===== src/sxa_defs.vh =====
// Constants for the subtract/xor/swap execution datapath.
// Assumes inclusion by bare name from the datapath sources.
`ifndef SXA_DEFS_VH
`define SXA_DEFS_VH

// Operation select codes
`define SXA_OP_NONE        3'h0
`define SXA_OP_LIT_SUB     3'h1
`define SXA_OP_REG_SUB     3'h2
`define SXA_OP_XOR_IMM     3'h3
`define SXA_OP_XOR_REG     3'h4
`define SXA_OP_NIB_SWAP    3'h5

// Target select values
`define SXA_DEST_ACC       1'b0
`define SXA_DEST_REG       1'b1

// Reset values
`define SXA_ACC_RST        8'h00
`define SXA_FLAG_RST       1'b0
`define SXA_ADDR_RST       7'h00
`define SXA_DATA_RST       8'h00

// Operation latency in instruction cycles
`define SXA_OP_CYCLES      1

`endif


===== src/sxa_alu_core.v =====
// Combinational result and flag logic for the five operations.
// Assumes operands are stable for the cycle in which they are used.
`timescale 1ns/10ps
`default_nettype none
`include "sxa_defs.vh"

module sxa_alu_core (
    // Operation
    input  wire [2:0] op,
    // Operands
    input  wire [7:0] acc,
    input  wire [7:0] imm,
    input  wire [7:0] reg_val,
    // Results
    output reg  [7:0] result,
    output reg        carry_upd,
    output reg        carry_val,
    output reg        nib_upd,
    output reg        nib_val,
    output reg        zero_upd
);

    reg [7:0] sub_src;
    reg [8:0] diff;
    reg [4:0] ndiff;

    always @* begin
        sub_src   = (op == `SXA_OP_LIT_SUB) ? imm : reg_val;
        // Ninth bit set means no borrow, i.e. acc <= operand
        diff      = {1'b0, sub_src} + {1'b0, ~acc} + 9'h001;
        ndiff     = {1'b0, sub_src[3:0]} + {1'b0, ~acc[3:0]} + 5'h01;
        result    = 8'h00;
        carry_upd = 1'b0;
        carry_val = diff[8];
        nib_upd   = 1'b0;
        nib_val   = ndiff[4];
        zero_upd  = 1'b0;
        case (op)
            `SXA_OP_LIT_SUB, `SXA_OP_REG_SUB: begin
                result    = diff[7:0];
                carry_upd = 1'b1;
                nib_upd   = 1'b1;
                zero_upd  = 1'b1;
            end
            `SXA_OP_XOR_IMM: begin
                result   = acc ^ imm;
                zero_upd = 1'b1;
            end
            `SXA_OP_XOR_REG: begin
                result   = acc ^ reg_val;
                zero_upd = 1'b1;
            end
            `SXA_OP_NIB_SWAP: begin
                result = {reg_val[3:0], reg_val[7:4]};
            end
            default: begin
                result = 8'h00;
            end
        endcase
    end

endmodule // sxa_alu_core

`default_nettype wire


===== src/sxa_datapath.v =====
// Execution datapath: subtract, xor and nibble swap with write-back.
// Assumes one request per instruction cycle; register file lives outside.
// What this block does
// - Immediate minus accumulator, two's complement, result into accumulator.
// - Subtracts set borrow-inverse when acc <= operand and nibble flag when acc[3:0] <= operand[3:0]; zero updated.
// - Register minus accumulator; target select picks accumulator or register.
// - Accumulator xor immediate into accumulator; only zero flag changes.
// - Accumulator xor register to chosen target; only zero flag changes.
// - Swap register nibbles to chosen target; no flag changes.
`timescale 1ns/10ps
`default_nettype none
`include "sxa_defs.vh"

module sxa_datapath (
    // Clock and reset
    input  wire       clock,
    input  wire       rst,
    // Request
    input  wire       op_valid,
    input  wire [2:0] op,
    input  wire       dest_sel,
    input  wire [7:0] imm,
    input  wire [6:0] reg_addr,
    input  wire [7:0] reg_val,
    // Accumulator and flags
    output reg  [7:0] acc_r,
    output reg        carry_r,
    output reg        nibble_borrow_inverse_flag_r,
    output reg        zero_r,
    // Register write-back
    output reg        reg_we_r,
    output reg  [6:0] reg_waddr_r,
    output reg  [7:0] reg_wdata_r,
    // Completion
    output reg        done_r
);

    // Decoded request
    reg  [2:0] op_eff;
    wire       known;
    wire       to_reg;
    wire       to_acc;

    // Results and flag strobes from the operation core
    wire [7:0] result;
    wire       carry_upd;
    wire       carry_val;
    wire       nib_upd;
    wire       nib_val;
    wire       zero_upd;

    // Zero detect chain, one stage per result bit
    wire [8:0] any_one;
    wire       result_zero;
    genvar     gi;

    // Next values of the output registers
    reg  [7:0] acc_nxt;
    reg        carry_nxt;
    reg        nib_flag_nxt;
    reg        zero_nxt;
    reg        reg_we_nxt;
    reg  [6:0] reg_waddr_nxt;
    reg  [7:0] reg_wdata_nxt;
    reg        done_nxt;

    // Codes 0, 6 and 7 are refused and behave as a no-operation
    function op_legal;
        input [2:0] o;
        begin
            case (o)
                `SXA_OP_LIT_SUB,
                `SXA_OP_REG_SUB,
                `SXA_OP_XOR_IMM,
                `SXA_OP_XOR_REG,
                `SXA_OP_NIB_SWAP: op_legal = 1'b1;
                default:          op_legal = 1'b0;
            endcase
        end
    endfunction

    // Register-sourced ops honour target select; immediate ops always go to acc
    function uses_dest;
        input [2:0] o;
        begin
            case (o)
                `SXA_OP_REG_SUB,
                `SXA_OP_XOR_REG,
                `SXA_OP_NIB_SWAP: uses_dest = 1'b1;
                default:          uses_dest = 1'b0;
            endcase
        end
    endfunction

    // Refused requests collapse to the no-operation code before the core
    // Op and target come straight from the pins; they must hold all cycle
    always @* begin
        if (op_valid && op_legal(op)) begin
            op_eff = op;
        end else begin
            op_eff = `SXA_OP_NONE;
        end
    end

    assign known  = op_legal(op_eff);
    assign to_reg = known && uses_dest(op_eff) && (dest_sel == `SXA_DEST_REG);
    assign to_acc = known && !to_reg;

    // The core sees the registered accumulator, so each op uses the
    // result of the op before it with no forwarding path to get wrong
    sxa_alu_core u_sxa_alu_core (
        .op        (op_eff),
        .acc       (acc_r),
        .imm       (imm),
        .reg_val   (reg_val),
        .result    (result),
        .carry_upd (carry_upd),
        .carry_val (carry_val),
        .nib_upd   (nib_upd),
        .nib_val   (nib_val),
        .zero_upd  (zero_upd)
    );

    // Zero flag from an OR chain over the result bits
    // Chain depth is eight gates, well inside one 25 ns cycle
    assign any_one[0] = 1'b0;
    generate
        for (gi = 0; gi < 8; gi = gi + 1) begin : g_zero
            assign any_one[gi+1] = any_one[gi] | result[gi];
        end
    endgenerate
    assign result_zero = ~any_one[8];

    // Accumulator takes immediate ops and target select 0
    always @* begin
        acc_nxt = acc_r;
        if (to_acc) begin
            acc_nxt = result;
        end
    end

    // Each flag moves only when the core marks it as touched
    // Swap marks no flag, so status survives it untouched
    always @* begin
        carry_nxt    = carry_r;
        nib_flag_nxt = nibble_borrow_inverse_flag_r;
        zero_nxt     = zero_r;
        if (carry_upd) begin
            carry_nxt = carry_val;
        end
        if (nib_upd) begin
            nib_flag_nxt = nib_val;
        end
        if (zero_upd) begin
            zero_nxt = result_zero;
        end
    end

    // Address and data hold between writes so the outside can latch late
    // Write enable is a pulse; address and data only mean something with it
    always @* begin
        reg_we_nxt    = to_reg;
        reg_waddr_nxt = reg_waddr_r;
        reg_wdata_nxt = reg_wdata_r;
        if (to_reg) begin
            reg_waddr_nxt = reg_addr;
            reg_wdata_nxt = result;
        end
    end

    // One completion pulse per accepted op; there is no busy state
    always @* begin
        done_nxt = known;
    end

    // Accumulator register
    always @(posedge clock) begin
        if (rst) begin
            acc_r <= `SXA_ACC_RST;
        end else begin
            acc_r <= acc_nxt;
        end
    end

    // Status flags
    always @(posedge clock) begin
        if (rst) begin
            carry_r                      <= `SXA_FLAG_RST;
            nibble_borrow_inverse_flag_r <= `SXA_FLAG_RST;
            zero_r                       <= `SXA_FLAG_RST;
        end else begin
            carry_r                      <= carry_nxt;
            nibble_borrow_inverse_flag_r <= nib_flag_nxt;
            zero_r                       <= zero_nxt;
        end
    end

    // Register write-back port
    always @(posedge clock) begin
        if (rst) begin
            reg_we_r    <= 1'b0;
            reg_waddr_r <= `SXA_ADDR_RST;
            reg_wdata_r <= `SXA_DATA_RST;
        end else begin
            reg_we_r    <= reg_we_nxt;
            reg_waddr_r <= reg_waddr_nxt;
            reg_wdata_r <= reg_wdata_nxt;
        end
    end

    // Completion strobe; back-to-back requests need no gap
    always @(posedge clock) begin
        if (rst) begin
            done_r <= 1'b0;
        end else begin
            done_r <= done_nxt;
        end
    end

endmodule // sxa_datapath

`default_nettype wire


===== config.mk =====
export PLATFORM = sky130hd
export DESIGN_NAME = sxa_datapath
export DESIGN_NICKNAME = d
export VERILOG_FILES = /design/src/sxa_alu_core.v /design/src/sxa_datapath.v
export VERILOG_INCLUDE_DIRS = /design/src
export SDC_FILE = /design/constraint.sdc
export NUM_CORES = 1
export LEC_CHECK = 0
export ABC_AREA = 0
export BUFFER_PORTS_ARGS = -buffer_cell sky130_fd_sc_hd__buf_4
export CAP_MARGIN = 20
export CORE_MARGIN = 2
export CORE_UTILIZATION = 57
export CTS_BUF_LIST = sky130_fd_sc_hd__clkbuf_8
export DETAILED_ROUTE_END_ITERATION = 6
export PLACE_DENSITY_LB_ADDON = 0.05
export SYNTH_ARGS = -nofsm -noshare
export SYNTH_HDL_FRONTEND = slang
export SYNTH_SLANG_ARGS = --single-unit

===== constraint.sdc =====
create_clock -name clock -period 10.87 [get_ports clock]
set_input_delay 1.6305 -clock clock [delete_from_list [all_inputs] [get_ports clock]]
set_output_delay 1.6305 -clock clock [all_outputs]
set_load 0.05 [all_outputs]

==> metrics.cfg, run 1 <==
[run_status]
outcome=finished, final reports clean

[timing]
hold_viol_final=0
worst-slew-pin-transition_ps=1070
tns_ps=0
timing.final.crit_share_pct=45.3
relSlewSlack_pct=28.6
finalCriticalPeriod_ps=4920
fmax_mhz=203
rsz0062_at_grt=false
drv_slew=0
skew_ps=2.92
finalSetupViolCount=0

[worst_setup_path]
crit_buf_inv=4
worstPathArrival_ps=5120
crit_fanout=8
criticalPathCategory=primary input to register
worst-path-stages=13
cp_slowest_cell=nor4b_2
reg2reg_depth=9
critPathLaunchType=primary input
path_cells=buf_4 > clkinv_1 > nor4b_2 > mux2i_1 > ha_1 > inv_1 > fa_1 > a31o_4 > a31oi_4 > xnor2_1 > a222oi_1 > inv_1 > o31ai_1
path_common_cell=inv_1
endpoint_kind=register
critPathTopFamily=compound AO/OA/AOI/OAI gates
cpPeakStageDelay_ps=820
cp.required_ps=11070

[global_routing]
grt_pass1_vias=1518
track_usage_pct=25.6
grt_max_degree=30
gr-total-overflow=0
antenna_found_initial=0
grt_pass1_wl_um=7140

[pwr]
p_leak_uw=0.000916
vdd_drop_max_mv=0.127
power.density_nw_per_um2=117

[cts]
ctsResizeCount=0
clk_pin_slew_ps=90
cts_hold_buf=0
cts_setup_buffers=0
insertion_delay_ps=270
cts_root_buf=clkbuf_8
cts_tree=built
cts_buffers=3
htree_num_levels=1
cts_sinks=28
clock_tree.buffer_depth=2

[worst_hold_path]
hold_depth=2
hp-class=register to register

[floorplanning]
die_area_um2=3680
rows=20
io_pins=58
core_um2=3050
die_w_um=60.7
initial_core_util_pct=60.0
die_h_um=60.7

[detailed_routing]
totalWireLength_um=4450
dr.pass1.iters=5
drc=0
antenna_left=0
wl_per_cell_um=15.0
post_drt_via_cell_ratio=5.69
vias=1683
drt-initial-drc-count=111

[place]
port_buffers=57
dp_hpwl_um=3410
gp_congestion=0.929

[yosys]
synth_top_flop_cell=dfxtp_1
syn_inst=200
ys_types=47
netlist_area_um2=1830
yosys_warnings=0
synth_edf_count=0
synth-seq-cells=28
syn_nets=240
synth-async-reset-ratio_pct=0
ys_seq_area_share_pct=30.6
syn_area_per_cell_um2=9.15

[final_layout]
fillers=260
drive_gt1_share_pct=30.6
final_nets=293
multiInputGateArea_um2=1170
area_growth_pct=26.8
n_antenna_cell=0
seqCellArea_um2=561
utilization_pct=76.0

[flow_run]
maxCapViolCount=0

state kept, by name, indices dropped and copies added (netlist names):
register and cells:
acc_r 8, reg_wdata_r 8, reg_waddr_r 7, carry_r 1, done_r 1, nibble_borrow_inverse_flag_r 1
reg_we_r 1, zero_r 1
per-stage QoR:
stage / cells / area (µm²) / hold WS [ps] / setup WS (ps) / power, µW
2_1_floorplan: 200 / 1830 / 709 / 6220 / 183
3_3_place_gp: 292 / 2270 / 475 / 5800 / 209
3_5_place_dp: 292 / 2270 / 489 / 5680 / 210
4_1_cts: 296 / 2320 / 509 / 5970 / 273
5_1_grt: 296 / 2320 / 521 / 5570 / 286
6_report: 296 / 2320 / 504 / 5950 / 271
final timing paths:
| path | startpoint | endpoint | slack, ps |
|---|---|---|---|
| setup / recovery | op_valid | zero_r$_SDFFE_PP0P_ | 5950 |
| hold / removal | reg_waddr_r[0]$_SDFFE_PP0P_ | reg_waddr_r[0]$_SDFFE_PP0P_ | 500 |
| setup reg to reg | acc_r[0]$_SDFFE_PP0P_ | zero_r$_SDFFE_PP0P_ | 8330 |
| hold reg to reg | reg_waddr_r[0]$_SDFFE_PP0P_ | reg_waddr_r[0]$_SDFFE_PP0P_ | 500 |
power breakdown:
| part | leakage [µW] | switching [µW] | internal (µW) |
|---|---|---|---|
| clock | 0.0000288 | 30.0 | 32.4 |
| combinational | 0.000658 | 57.0 | 39.6 |
| sequential | 0.000228 | 4.58 | 108 |
synthesized netlist by cell type, drive strengths merged (3+ instances only):
cell type	number	area share [%]
dfxtp	28	31
a221oi	3	1.8
clkbuf	4	0.82
xnor2	13	6.2
a31o	3	1.9
a21oi	6	1.6
mux2	7	4.3
inv	12	2.5
mux2i	16	8.7
buf	6	2.5
nor2b	3	1.0
a211oi	18	8.1
ha	9	6.2
nor2	32	6.6
nor3	6	1.9
nand2b	3	1.0
a21o	3	1.2
o21ai	3	0.82
worst min-delay path: stages (launching register included):
cell and delay, ps:
dfxtp_1 330, mux2i_1 70, nor2_1 70
metal layers:
layer	GRT usage, %	wire length, µm	vias to the layer above
li1	-	-	832
met1	33.9	1890	794
met2	42.5	2270	57
met3	5.54	286	0
met4	6.52	0	0
met5	0	0	-
area by class of cell:
class | count | area share, %
Multi-Input combinational cell | 149 | 50.2
Tap cell | 44 | 2.37
Sequential cell | 28 | 24.2
Inverter | 13 | 2.10
Timing Repair Buffer | 58 | 18.8
Clock buffer | 4 | 2.37
cell families after synthesis:
family	synth area share, %
mux	13.1
flops	30.6
buf+inv	6.01
simple gates	14.3
compound gates	22.1
xor+xnor	6.70
fa+ha+maj	7.25
cell usage in the layout, fill, tap and decap left out, types with 2 or more instances in the layout:
cell type	count
a211oi_1	17
a21o_1	3
a21oi_1	6
a221oi_1	2
a222oi_1	2
buf_4	58
clkbuf_8	4
dfxtp_1	28
ha_1	9
inv_1	12
mux2_2	7
mux2i_1	16
nand2b_1	3
nand3_1	2
nand4_1	2
nor2_1	32
nor2b_1	3
nor3_1	5
o21ai_0	3
xnor2_1	13
(Power assumes the default switching activity.)
==> run 2: changes to the inputs <==
Settings changed: ABC_AREA 0 to 1, CORE_UTILIZATION 57 to 54.
Clock period 10.87 ns to 4.64 ns, I/O delays scaled along.
==> run 2 against run 1 <==
Wire length up 23%. Sequential cell count unchanged. Non-clock buffer count down 1. Area after synthesis up 9.6%. Register-to-register slack worse by 5800 ps. Sequential power up 130%. Sequential share of layout area down 1.7 points. Setup slack worse by 4100 ps. Critical endpoint unchanged. Critical path type unchanged. Largest power group unchanged. Via count up 32%.
==> metrics.cfg, run 2 <==
[worst_setup_path]
critPathLaunchType=primary input
path_cells=buf_4 > nand2_1 > nor2_2 > nand2_4 > mux2i_1 > ha_1 > inv_1 > fa_1 > xor2_1 > a21oi_1 > nand2_1 > inv_1 > nand2_1 > nor2_1 > nand3_1 > a21oi_1
cp_slowest_cell=fa_1
cpPeakStageDelay_ps=440
path_common_cell=nand2_1
criticalPathCategory=primary input to register
crit_fanout=16
cp.required_ps=4850
worstPathArrival_ps=3050
cp-startpoint=op[0]
r2r_start=acc_r[0]$_SDFFE_PP0P_
endpoint_kind=register

[yosys]
yosys.area.top_type=dfxtp_1
synth_edf_count=0
yosys_warnings=0
syn_area_per_cell_um2=6.18
synth-async-reset-ratio_pct=0
ys_seq_area_share_pct=27.9
ys_types=31
yosysTopAreaCellShare_pct=27.9
syn_inst=325
ys_top_cells_by_count=80 x nand2_1, 51 x nor2_1, 45 x inv_1, 31 x nand3_1, 28 x dfxtp_1
synthTopCellsByArea=dfxtp_1 28%, nand2_1 15%, nor2_1 9.5%, inv_1 8.4%, nand3_1 7.7%
syn_nets=365
netlist_area_um2=2010
synth-seq-cells=28
synth_top_flop_cell=dfxtp_1
synth_most_common_cell=nand2_1

[detailed_routing]
post_drt_via_cell_ratio=5.24
totalWireLength_um=5470
wl_per_cell_um=12.9
dr.pass1.iters=5
drc=0
vias=2222
drt-initial-drc-count=185
antenna_left=0

[global_routing]
grt_pass1_vias=2105
antenna_found_initial=0
gr-total-overflow=0
grt_max_degree=23
track_usage_pct=27.8
grt_pass1_wl_um=9160

[final_layout]
fillers=340
layout.cells.most_common_list=80 x nand2_1, 57 x buf_4, 51 x nor2_1
n_antenna_cell=0
final_nets=417
area_growth_pct=24.6
drive_gt1_share_pct=18.6
fin_cells=424
reg_top3=acc_r: 8 flops, reg_wdata_r: 8 flops, reg_waddr_r: 7 flops
final_common_cell=nand2_1

[place]
gp_congestion=0.965
dp_hpwl_um=4240
port_buffers=57
dp_cells=420

[timing]
holdWs_ps=495
hold_viol_final=0
tns_ps=0
skew_ps=9.74
relSlewSlack_pct=56.7
fmax_mhz=352
drv_slew=0
rsz0062_at_grt=false
timing.final.crit_share_pct=61.2
worst-slew-pin-transition_ps=647
finalSetupViolCount=0
finalCriticalPeriod_ps=2840

[floorplanning]
initial_core_util_pct=55.7
io_pins=58
rows=22
core_um2=3610
die_w_um=65.0
die_area_um2=4220
die_h_um=65.0

[cts]
cts_buffers=3
cts_tree=built
insertion_delay_ps=280
clk_pin_slew_ps=110
cts_setup_buffers=0
cts_hold_buf=0
htree_num_levels=1
cts_sinks=28
ctsResizeCount=0
cts_root_buf=clkbuf_8
clock_tree.buffer_depth=2

[pwr]
vdd_drop_max_mv=0.215
p_leak_uw=0.00135
power.density_nw_per_um2=276

[flow_run]
maxCapViolCount=0

[run_status]
outcome=finished, final reports clean

[worst_hold_path]
hp-class=register to register
hp-start=reg_waddr_r[2]$_SDFFE_PP0P_

==> run 2: cell types whose count changed after synthesis, sizes merged, moves of 17 or more <==
cell / before / now
a211oi: 18 / 1
inv: 12 / 47
nand2: 1 / 83
nand3: 2 / 31
nor2: 32 / 55
o21ai: 3 / 22
==> run 2: through the flow <==
stage | area, µm² | worst slack (ps) | utilization (%) | total power (µW)
after CTS | 2500 | 1810 | 69.4 | 690
final | 2500 | 1800 | 69.4 | 690
after global routing | 2500 | 1540 | 69.4 | 727
after detailed placement | 2430 | 1560 | 67.4 | 497
after global placement | 2430 | 1600 | 67.4 | 495
after floorplan | 2010 | 2020 | - | 427
==> run 2: power by group <==
group / total (µW) / internal (µW) / switching (µW)
combinational: 231 / 79.3 / 152
clock: 196 / 116 / 80.8
sequential: 262 / 254 / 8.80
total: 690 / 449 / 242
==> run 2: layout make-up <==
type                    instances  area, µm²  share of cell area [%]
well taps                      48       60.1                    2.40
multi-input cells             240       1200                    48.2
repair buffers                 57        428                    17.1
clock buffers                   3       41.3                    1.65
inverters                      47        176                    7.05
clock inverters                 1       30.0                    1.20
flip-flops and latches         28        561                    22.4
==> run 2: layer usage <==
metal	vias up	routed length (µm)	GRT usage (%)
met3	8	294	4.17
li1	1143	-	-
met2	67	2620	49.5
met1	1004	2490	35.1
met4	0	63	6.65
met5	-	0	0
==> run 2: cells by family after synthesis <==
family,count (synthesis),synth area share [%]
buffers and inverters,57,12.0
and+or+nand+nor,177,38.5
xor gates and xnor gates,1,0.436
muxes,1,0.499
adders and majority gates,10,6.61
AOI/OAI and AO/OA,51,14.0
DFF,28,27.9
==> run 2: worst paths after layout <==
path | cells after the start | slack [ps] | end
setup / recovery | 16 | 1800 | zero_r$_SDFFE_PP0P_
hold / removal | 2 | 500 | reg_waddr_r[2]$_SDFFE_PP0P_
hold reg to reg | 2 | 500 | reg_waddr_r[2]$_SDFFE_PP0P_
setup reg to reg | 11 | 2520 | zero_r$_SDFFE_PP0P_
==> run 2: critical path: cells and delay by family <==
kind	cells	cell delay [ps]
xor gates and xnor gates	1	200
AOI/OAI and AO/OA	2	290
buffers and inverters	3	290
muxes	1	230
and+or+nand+nor	7	700
adders and majority gates	2	630
